===== src/hdl/kms_pkg.sv =====
// Purpose: constants for the key matrix scanner
// Assumes: 100 MHz hclk, AHB-Lite register access
// Notes:   register offsets are byte addresses
//
// Overview of operation
// - matrix of 8 rows by 11 columns
// - detects any number of held keys, up to all 88
// - rows pulled up, undriven row reads high
// - column driven low or released high
// - walking zero; low row marks key pressed
// - activity latched and interrupt raised
// - separate press and release notifications
// - glitches and bounce not reported
// - blackout and minimum press in 2 ms
// - wake enabled key press wakes chip
// - interrupt shares second external vector
// - power-down row low gives maskable reset
package kms_pkg;
   localparam int          NUM_ROWS      = 8;
   localparam int          NUM_COLS      = 11;
   localparam int          NUM_KEYS      = NUM_ROWS * NUM_COLS;
   localparam int          CLK_MHZ       = 100;
   localparam int          TICK_MS       = 2;
   localparam int          TICK_CYCLES   = TICK_MS * 1000 * CLK_MHZ;
   localparam int          SETTLE_NS     = 1000;
   localparam int          SETTLE_CYCLES = (SETTLE_NS * CLK_MHZ + 999) / 1000;
   // ************************************************
   // register map
   // ************************************************
   localparam logic [7:0]  OFS_CTRL      = 8'h00;
   localparam logic [7:0]  OFS_TIMING    = 8'h04;
   localparam logic [7:0]  OFS_STATUS    = 8'h08;
   localparam logic [7:0]  OFS_CLEAR     = 8'h0C;
   localparam logic [7:0]  OFS_ENABLE    = 8'h10;
   localparam logic [7:0]  OFS_COUNT     = 8'h14;
   localparam logic [7:0]  OFS_KEYS0     = 8'h20;
   // ctrl fields
   localparam int          CTRL_SCAN     = 0;
   localparam int          CTRL_WAKE     = 1;
   localparam int          CTRL_RSTEN    = 2;
   localparam int          CTRL_PDOWN    = 3;
   localparam int          CTRL_SLEEP    = 4;
   localparam logic [4:0]  CTRL_RESET    = 5'h00;
   // timing fields: blackout [7:0], minimum press [15:8]
   localparam int          TIM_GLITCH_LSB = 0;
   localparam int          TIM_MINPR_LSB  = 8;
   localparam logic [15:0] TIMING_RESET  = 16'h0201;
   // status bits
   localparam int          ST_PRESS      = 0;
   localparam int          ST_RELEASE    = 1;
   localparam int          ST_ACTIVITY   = 2;
   localparam int          ST_W          = 3;
   localparam logic [1:0]  HTRANS_NONSEQ = 2'h2;
   localparam logic [2:0]  HSIZE_WORD    = 3'h2;
   typedef enum logic [2:0] {
      SC_DRIVE  = 3'b001,
      SC_SAMPLE = 3'b010,
      SC_GAP    = 3'b100
   } kms_scan_type;
endpackage


===== src/hdl/kms_key_matrix_scanner.sv =====
// Purpose: keypad matrix scanner with per-key debounce
// Assumes: one clock, rows from pins, ahb-lite slave, one wait state on reads
// Notes:   keys stored 32 per word over three words
//
// Our own choices: the placing of the registers and the AHB-Lite interface to the registers.
`timescale 1ns/100ps
module kms_key_matrix_scanner
   import kms_pkg::*;
#(
   parameter int TICK_CYC = TICK_CYCLES
) (
   // clock and reset
   input  wire logic                hclk,
   input  wire logic                hresetn,
   // ahb-lite slave
   input  wire logic                hsel,
   input  wire logic [7:0]          haddr,
   input  wire logic [1:0]          htrans,
   input  wire logic                hwrite,
   input  wire logic [2:0]          hsize,
   input  wire logic                hready,
   input  wire logic [31:0]         hwdata,
   output logic      [31:0]         hrdata,
   output logic                     hreadyout,
   output logic                     hresp,
   // matrix pins
   input  wire logic [NUM_ROWS-1:0] key_row_line,
   output logic      [NUM_COLS-1:0] key_column_drive,
   output logic      [NUM_COLS-1:0] key_column_wires,
   // system
   output logic                     secondary_ext_irq,
   output logic                     wake_req,
   output logic                     keypad_reset_req
);
   // ************************************************
   // row synchroniser
   // ************************************************
   logic [NUM_ROWS-1:0] row_s1_r;
   logic [NUM_ROWS-1:0] row_s2_r;
   always_ff @(posedge hclk or negedge hresetn) begin
      if (!hresetn) begin
         row_s1_r <= '1;
         row_s2_r <= '1;
      end else begin
         row_s1_r <= key_row_line;
         row_s2_r <= row_s1_r;
      end
   end

   // ************************************************
   // registers
   // ************************************************
   logic [4:0]          ctrl_r;
   logic [15:0]         timing_r;
   logic [ST_W-1:0]     status_r;
   logic [ST_W-1:0]     enable_r;
   logic                wr_pend_r;
   logic [7:0]          wr_addr_r;
   logic                rd_pend_r;
   logic [7:0]          rd_addr_r;
   logic [NUM_KEYS-1:0] key_state_r;
   logic [ST_W-1:0]     ev_set;

   // one word match, shared by the write and the read decode
   function automatic logic hits(input logic [7:0] a, input logic [7:0] ofs);
      return a == ofs;
   endfunction

   // seven bits, so even a fully closed matrix reads back right
   function automatic logic [6:0] popcount(input logic [NUM_KEYS-1:0] v);
      logic [6:0] c;
      c = 7'h00;
      for (int i = 0; i < NUM_KEYS; i++) begin
         c = c + {6'h00, v[i]};
      end
      return c;
   endfunction

   // ************************************************
   // address decode
   // ************************************************
   wire       a_valid    = hsel && hready && htrans == HTRANS_NONSEQ && hsize == HSIZE_WORD;
   wire       wr_ctrl    = wr_pend_r && hits(wr_addr_r, OFS_CTRL);
   wire       wr_timing  = wr_pend_r && hits(wr_addr_r, OFS_TIMING);
   wire       wr_clear   = wr_pend_r && hits(wr_addr_r, OFS_CLEAR);
   wire       wr_enable  = wr_pend_r && hits(wr_addr_r, OFS_ENABLE);
   wire       rd_ctrl    = hits(rd_addr_r, OFS_CTRL);
   wire       rd_timing  = hits(rd_addr_r, OFS_TIMING);
   wire       rd_status  = hits(rd_addr_r, OFS_STATUS);
   wire       rd_enable  = hits(rd_addr_r, OFS_ENABLE);
   wire       rd_count   = hits(rd_addr_r, OFS_COUNT);
   wire [1:0] key_word   = rd_addr_r[3:2];
   wire       rd_keys    = rd_addr_r[7:4] == OFS_KEYS0[7:4] && key_word != 2'h3;
   wire [7:0] glitch_lim = timing_r[TIM_GLITCH_LSB +: 8];
   wire [7:0] minpr_lim  = timing_r[TIM_MINPR_LSB +: 8];
   wire       scan_on    = ctrl_r[CTRL_SCAN];

   // ************************************************
   // read data select
   // ************************************************
   wire [NUM_KEYS+31:0] keys_pad = {32'h0000_0000, key_state_r};
   wire [31:0]          rd_mux   =
      rd_ctrl   ? {27'h000_0000, ctrl_r} :
      rd_timing ? {16'h0000, timing_r} :
      rd_status ? {29'h000_0000, status_r} :
      rd_enable ? {29'h000_0000, enable_r} :
      rd_count  ? {25'h00_0000, popcount(key_state_r)} :
      rd_keys   ? keys_pad[{key_word, 5'h00} +: 32] : 32'h0000_0000;

   // ************************************************
   // bus pipeline
   // ************************************************
   always_ff @(posedge hclk or negedge hresetn) begin
      if (!hresetn) begin
         wr_pend_r <= 1'b0;
         wr_addr_r <= 8'h00;
      end else begin
         wr_pend_r <= a_valid && hwrite;
         if (a_valid)
            wr_addr_r <= haddr;
      end
   end

   always_ff @(posedge hclk or negedge hresetn) begin
      if (!hresetn) begin
         rd_pend_r <= 1'b0;
         rd_addr_r <= 8'h00;
      end else begin
         rd_pend_r <= a_valid && !hwrite;
         if (a_valid)
            rd_addr_r <= haddr;
      end
   end

   always_ff @(posedge hclk or negedge hresetn) begin
      if (!hresetn)
         hrdata <= 32'h0000_0000;
      else if (rd_pend_r)
         hrdata <= rd_mux;
   end

   // read data registered one cycle late, so reads insert one wait state
   always_ff @(posedge hclk or negedge hresetn) begin
      if (!hresetn) begin
         hreadyout <= 1'b1;
         hresp     <= 1'b0;
      end else begin
         hreadyout <= !(a_valid && !hwrite);
         hresp     <= 1'b0;
      end
   end

   // ************************************************
   // control, status and enable registers
   // ************************************************
   always_ff @(posedge hclk or negedge hresetn) begin
      if (!hresetn)
         ctrl_r <= CTRL_RESET;
      else if (wr_ctrl)
         ctrl_r <= hwdata[4:0];
   end

   always_ff @(posedge hclk or negedge hresetn) begin
      if (!hresetn)
         timing_r <= TIMING_RESET;
      else if (wr_timing)
         timing_r <= hwdata[15:0];
   end

   always_ff @(posedge hclk or negedge hresetn) begin
      if (!hresetn)
         enable_r <= '0;
      else if (wr_enable)
         enable_r <= hwdata[ST_W-1:0];
   end

   // set beats clear in the same cycle
   always_ff @(posedge hclk or negedge hresetn) begin
      if (!hresetn)
         status_r <= '0;
      else
         status_r <= (status_r & ~(wr_clear ? hwdata[ST_W-1:0] : '0)) | ev_set;
   end

   // ************************************************
   // 2 ms tick
   // ************************************************
   logic [$clog2(TICK_CYC)-1:0] tick_cnt_r;
   logic                        tick_r;
   wire                         tick_hit = tick_cnt_r == ($clog2(TICK_CYC))'(TICK_CYC - 1);
   always_ff @(posedge hclk or negedge hresetn) begin
      if (!hresetn) begin
         tick_cnt_r <= '0;
         tick_r     <= 1'b0;
      end else begin
         tick_r     <= tick_hit;
         tick_cnt_r <= tick_hit ? '0 : tick_cnt_r + 1'b1;
      end
   end

   // ************************************************
   // column walk
   // ************************************************
   kms_scan_type                sc_r;
   logic [$clog2(NUM_COLS)-1:0] col_r;
   logic [7:0]                  set_cnt_r;
   logic                        tick_pend_r;
   logic                        tick_frame_r;
   wire last_col   = col_r == ($clog2(NUM_COLS))'(NUM_COLS - 1);
   wire settle_end = set_cnt_r == 8'(SETTLE_CYCLES - 1);
   wire frame_end  = sc_r == SC_SAMPLE && last_col;
   always_ff @(posedge hclk or negedge hresetn) begin
      if (!hresetn)
         set_cnt_r <= 8'h00;
      else if (sc_r == SC_DRIVE)
         set_cnt_r <= set_cnt_r + 8'h01;
      else
         set_cnt_r <= 8'h00;
   end

   always_ff @(posedge hclk or negedge hresetn) begin
      if (!hresetn) begin
         sc_r  <= SC_GAP;
         col_r <= '0;
      end else begin
         case (sc_r)
            SC_DRIVE: begin
               if (settle_end)
                  sc_r <= SC_SAMPLE;
            end
            SC_SAMPLE: begin
               sc_r <= SC_GAP;
            end
            SC_GAP: begin
               if (scan_on) begin
                  sc_r  <= SC_DRIVE;
                  col_r <= last_col ? '0 : col_r + 1'b1;
               end
            end
            default: sc_r <= SC_GAP;
         endcase
      end
   end

   // a tick counts from the next whole frame on, so every key sees it once
   always_ff @(posedge hclk or negedge hresetn) begin
      if (!hresetn) begin
         tick_pend_r  <= 1'b0;
         tick_frame_r <= 1'b0;
      end else if (frame_end) begin
         tick_pend_r  <= 1'b0;
         tick_frame_r <= tick_pend_r || tick_r;
      end else if (tick_r) begin
         tick_pend_r  <= 1'b1;
      end
   end

   // column released in gap so only one wire is ever low
   wire [NUM_COLS-1:0] drive_nxt = (sc_r != SC_GAP && scan_on) ?
                                   NUM_COLS'(1) << col_r : '0;
   always_ff @(posedge hclk or negedge hresetn) begin
      if (!hresetn) begin
         key_column_drive <= '0;
         key_column_wires <= '1;
      end else begin
         key_column_drive <= drive_nxt;
         key_column_wires <= ~drive_nxt;
      end
   end

   // ************************************************
   // per-key debounce
   // ************************************************
   // raw press: a low row (pulled up when open) while column is low
   wire sample_now = sc_r == SC_SAMPLE;
   wire use_tick   = tick_frame_r;
   logic [7:0] db_cnt_r [NUM_KEYS];
   logic [NUM_KEYS-1:0] press_ev;
   logic [NUM_KEYS-1:0] rel_ev;
   // every key has its own state and counter, so any count of held keys works
   always_ff @(posedge hclk or negedge hresetn) begin
      if (!hresetn) begin
         key_state_r <= '0;
         for (int k = 0; k < NUM_KEYS; k++)
            db_cnt_r[k] <= 8'h00;
      end else begin
         for (int k = 0; k < NUM_KEYS; k++) begin
            if (sample_now && col_r == ($clog2(NUM_COLS))'(k / NUM_ROWS)) begin
               if (!row_s2_r[k % NUM_ROWS] == key_state_r[k]) begin
                  db_cnt_r[k] <= 8'h00; // bounce back: restart
               end else if (use_tick) begin
                  if (db_cnt_r[k] + 8'h01 >=
                      (key_state_r[k] ? glitch_lim : minpr_lim)) begin
                     key_state_r[k] <= !key_state_r[k];
                     db_cnt_r[k]    <= 8'h00;
                  end else begin
                     db_cnt_r[k] <= db_cnt_r[k] + 8'h01;
                  end
               end
            end
         end
      end
   end

   // ************************************************
   // key events
   // ************************************************
   logic [NUM_KEYS-1:0] key_prev_r;
   always_ff @(posedge hclk or negedge hresetn) begin
      if (!hresetn)
         key_prev_r <= '0;
      else
         key_prev_r <= key_state_r;
   end
   assign press_ev = key_state_r & ~key_prev_r;
   assign rel_ev   = ~key_state_r & key_prev_r;
   assign ev_set[ST_PRESS]    = |press_ev;
   assign ev_set[ST_RELEASE]  = |rel_ev;
   assign ev_set[ST_ACTIVITY] = |press_ev | |rel_ev;

   // ************************************************
   // interrupt, wake and reset requests
   // ************************************************
   wire irq_nxt   = |(status_r & enable_r);
   wire any_low   = !(&row_s2_r);
   wire wake_nxt  = ctrl_r[CTRL_WAKE] && ctrl_r[CTRL_SLEEP] && (|press_ev || any_low);
   wire rst_nxt   = ctrl_r[CTRL_RSTEN] && ctrl_r[CTRL_PDOWN] && any_low;
   always_ff @(posedge hclk or negedge hresetn) begin
      if (!hresetn)
         secondary_ext_irq <= 1'b0;
      else
         secondary_ext_irq <= irq_nxt;
   end

   // level for the power controller, held while the cause stands
   always_ff @(posedge hclk or negedge hresetn) begin
      if (!hresetn)
         wake_req <= 1'b0;
      else
         wake_req <= wake_nxt;
   end

   always_ff @(posedge hclk or negedge hresetn) begin
      if (!hresetn)
         keypad_reset_req <= 1'b0;
      else
         keypad_reset_req <= rst_nxt;
   end
endmodule


===== config.mk =====
export PLATFORM = sky130hd
export DESIGN_NAME = kms_key_matrix_scanner
export DESIGN_NICKNAME = d
export VERILOG_FILES = /design/src/hdl/kms_pkg.sv /design/src/hdl/kms_key_matrix_scanner.sv
export SDC_FILE = /design/constraint.sdc
export NUM_CORES = 2
export LEC_CHECK = 0
export BUFFER_PORTS_ARGS = -buffer_cell sky130_fd_sc_hd__buf_2
export CAP_MARGIN = 30
export CORE_MARGIN = 2
export CORE_UTILIZATION = 55
export CTS_CLUSTER_SIZE = 25
export DETAILED_ROUTE_END_ITERATION = 12
export PLACE_DENSITY_LB_ADDON = 0.3
export SLEW_MARGIN = 20
export SYNTH_ARGS = -nofsm -noshare
export SYNTH_HDL_FRONTEND = slang
export SYNTH_SLANG_ARGS = --single-unit

===== constraint.sdc =====
create_clock -name hclk -period 8 [get_ports hclk]
set_clock_uncertainty 0.15 [all_clocks]
set_input_delay 0.8 -clock hclk [delete_from_list [all_inputs] [get_ports hclk]]
set_output_delay 0.8 -clock hclk [all_outputs]
set_load 0.005 [all_outputs]

==> flow_summary.yaml <==
clock_network:
  clock-sinks: 1027
  cts_buffers: 117
  clock_latency_ns: 0.78
  clkTransAtPathRegs_ns: 0.07
  cts_buffer_depth: 3
  cts_max_level: 3
  postCtsResizedCells: 0
  root_buffer: "clkbuf_16"
  cts_tree: "built"
sta:
  drv_slew: 0
  grt_setup_unrepaired: "false"
  fin_crit_sh_pct: 91.2
  relSlewSlack_pct: 28.6
  tightest_slew_ns: 1.07
  finalHoldViolCount: 0
  fin_crit_ns: 7.29
  setup_tns_ns: 0
  fmax_mhz: 137
  finalSetupViolations: 0
place:
  io_buffer_count: 99
  placed_area_um2: 78900
  gp_congestion: 1.02
  dp_hpwl_mm: 157
final_layout:
  multi_input_area_um2: 47500
  area_growth_pct: 9.55
  seq_area_um2: 25800
  final_area_um2: 83000
  layout_commonest_cell: "dfrtp_1"
  most-common-layout-cells: "dfrtp_1, ha_1, nand2_1"
  nNetsFinal: 8849
  drive_above_1_share_pct: 9.19
  fill_cells: 11400
synthesis:
  yosysSeqAreaShare_pct: 34.0
  synth-seq-cells: 1027
  syn_nets: 8814
  synth_async_sr_flop_share_pct: 100
  yosysWarningCount: 0
  synth-edff-count: 0
  syn_area_um2: 75800
  post_synth.cell_area_avg_um2: 9.63
  synthDistinctLibCells: 65
  synth-main-ff-cell: "dfrtp_1"
  synthCells: 7865
global_routing:
  grt_pass1_vias: 61700
  gr-total-overflow: 0
  antenna_found_initial: 14
  grt_pass1_wl_mm: 361
  grt_start_max_net_pins: 161
  track_usage_pct: 32.9
floorplan:
  die-height_um: 375
  die_x_um: 375
  core_area_um2: 137000
  rows: 136
  start_util_pct: 55.3
  io_pins: 117
  die_area_um2: 141000
critical_path:
  cpMostUsedCell: "fa_1"
  worst_setup_path_end_kind: "register"
  crit_slowest_cell: "fa_1"
  cp.required_ns: 8.50
  path_cells: "fa_1 -> inv_1 -> fa_1 -> inv_1 -> fa_1 -> fa_1 -> inv_1 -> fa_1 -> inv_1 -> fa_1 -> fa_1 -> fa_1 -> inv_1 -> fa_1 -> inv_1 -> fa_1 -> a211oi_1 -> o21bai_1 -> a21oi_1 -> xnor2_1 -> a211oi_1 -> o32ai_1"
  path_max_fanout: 3
  crit_type: "register to register"
  cp-start-kind: "register"
  crit_path_max_incr_delay_ns: 0.55
  arrival_ns: 7.79
power:
  irDropWorstVdd_v: 0.000184
  p_per_area_nw_per_um2: 152
  power_leakage_nw: 39.3
  power_mw: 12.6
detailed_routing:
  via_per_inst: 6.52
  wire_per_inst_um: 23.9
  dr_total_vias: 63900
  first_pass_iters: 6
  detail-route-antenna-nets: 0
  drt_iter0_drc: 5938
  finalWirelength_mm: 234
  remaining_drc_errors: 0
min_path:
  min_path_type: "input port to register"
status:
  status: "completed"
flow_run:
  maxCapViolations: 0
cell usage after synthesis (all sizes together) (56+ instances only):
cell type / n / area (um^2)
o21ai: 581 / 2910
dfrtp: 996 / 24900
mux2i: 660 / 6610
and3: 108 / 676
ha: 815 / 10200
nand2: 684 / 2570
clkbuf: 265 / 995
nand2b: 242 / 1510
o31ai: 130 / 976
nor2b: 56 / 350
nor2: 431 / 1620
nand3: 324 / 1620
fa: 76 / 1520
a21o: 120 / 901
or2: 66 / 413
xor2: 303 / 2650
a211oi: 64 / 485
mux2: 121 / 1360
xnor2: 213 / 1870
a2111o: 83 / 935
buf: 107 / 410
inv: 314 / 1180
a32o: 389 / 3890
a21oi: 336 / 1680
power breakdown:
group	internal, mW	switching (mW)	leakage, nW
clock network	3.31	2.37	1.98
logic	0.476	0.991	23.2
registers	5.26	0.188	14.1
sequential cells by signal, summed over array words and instances (netlist names), 11 cells and up:
| register | cells |
|---|---|
| db_cnt_r | 704 |
| hrdata | 32 |
| key_column_drive | 11 |
| key_column_wires | 11 |
| key_prev_r | 88 |
| key_state_r | 88 |
| tick_cnt_r | 18 |
| timing_r | 16 |
worst max-delay path: cells and delay by family (launching register included):
family	cells	cell delay (ns)
compound gates	5	1.03
fa+ha+maj	10	5.03
xor+xnor	1	0.16
flops	1	0.40
buf+inv	6	0.37
layer usage:
layer	up-vias	GRT usage, %	wire (um)
met4	16	15.1	12100
li1	29000	-	-
met2	2828	51.5	103000
met5	-	0	99
met1	31300	44.3	96800
met3	708	6.01	22400
final cells by class:
type                    count  share of cell area [%]
multi-input cells        6152                    57.3
flip-flops and latches   1027                    31.1
clock buffers             159                    3.98
well taps                1794                    2.70
repair buffers            288                    2.70
inverters                 314                    1.42
clock inverters            58                   0.850
diodes                      3                 0.00904
through the flow:
step	hold WS, ns	setup WS, ns	utilization, %	std cells
after floorplan	0.195	0.774	-	7865
after global placement	0.196	0.799	57.4	9554
after detailed placement	0.197	0.764	57.5	9564
after CTS	0.106	0.717	60.5	9790
after global routing	0.143	0.424	60.5	9792
final	0.130	0.707	60.5	9795
what timing repair did:
action,4_1_cts,5_1_grt
hold buffers,9,0
endpoints found under the hold margin,61,0
buffers inserted,0,0
path summary, 6_finish.rpt:
path	slack [ns]	to	from	cells past startpoint
worst max-delay path	0.71	hrdata[6]	key_state_r[59]	22
worst min-delay path	0.13	timing_r[10]	hwdata[10]	2
worst max register to register	0.71	hrdata[6]	key_state_r[59]	22
worst min register to register	0.20	row_s2_r[1]	row_s1_r[1]	0
max in group asynchronous	5.29	db_cnt_r[482]	hresetn	4
min in group asynchronous	0.44	db_cnt_r[678]	hresetn	2
kinds of logic after synthesis:
group	Yosys count	synth area share (%)
AO/OA/AOI/OAI	1961	18.3
AND/OR/NAND/NOR	2002	12.4
adder cells (fa/ha/maj)	891	15.5
buffers and inverters	686	3.41
multiplexers	781	10.5
flip-flops	1027	34.0
XOR/XNOR	516	5.96
other	1	0.00495
Note: power is estimated with default switching activity, not from simulation.
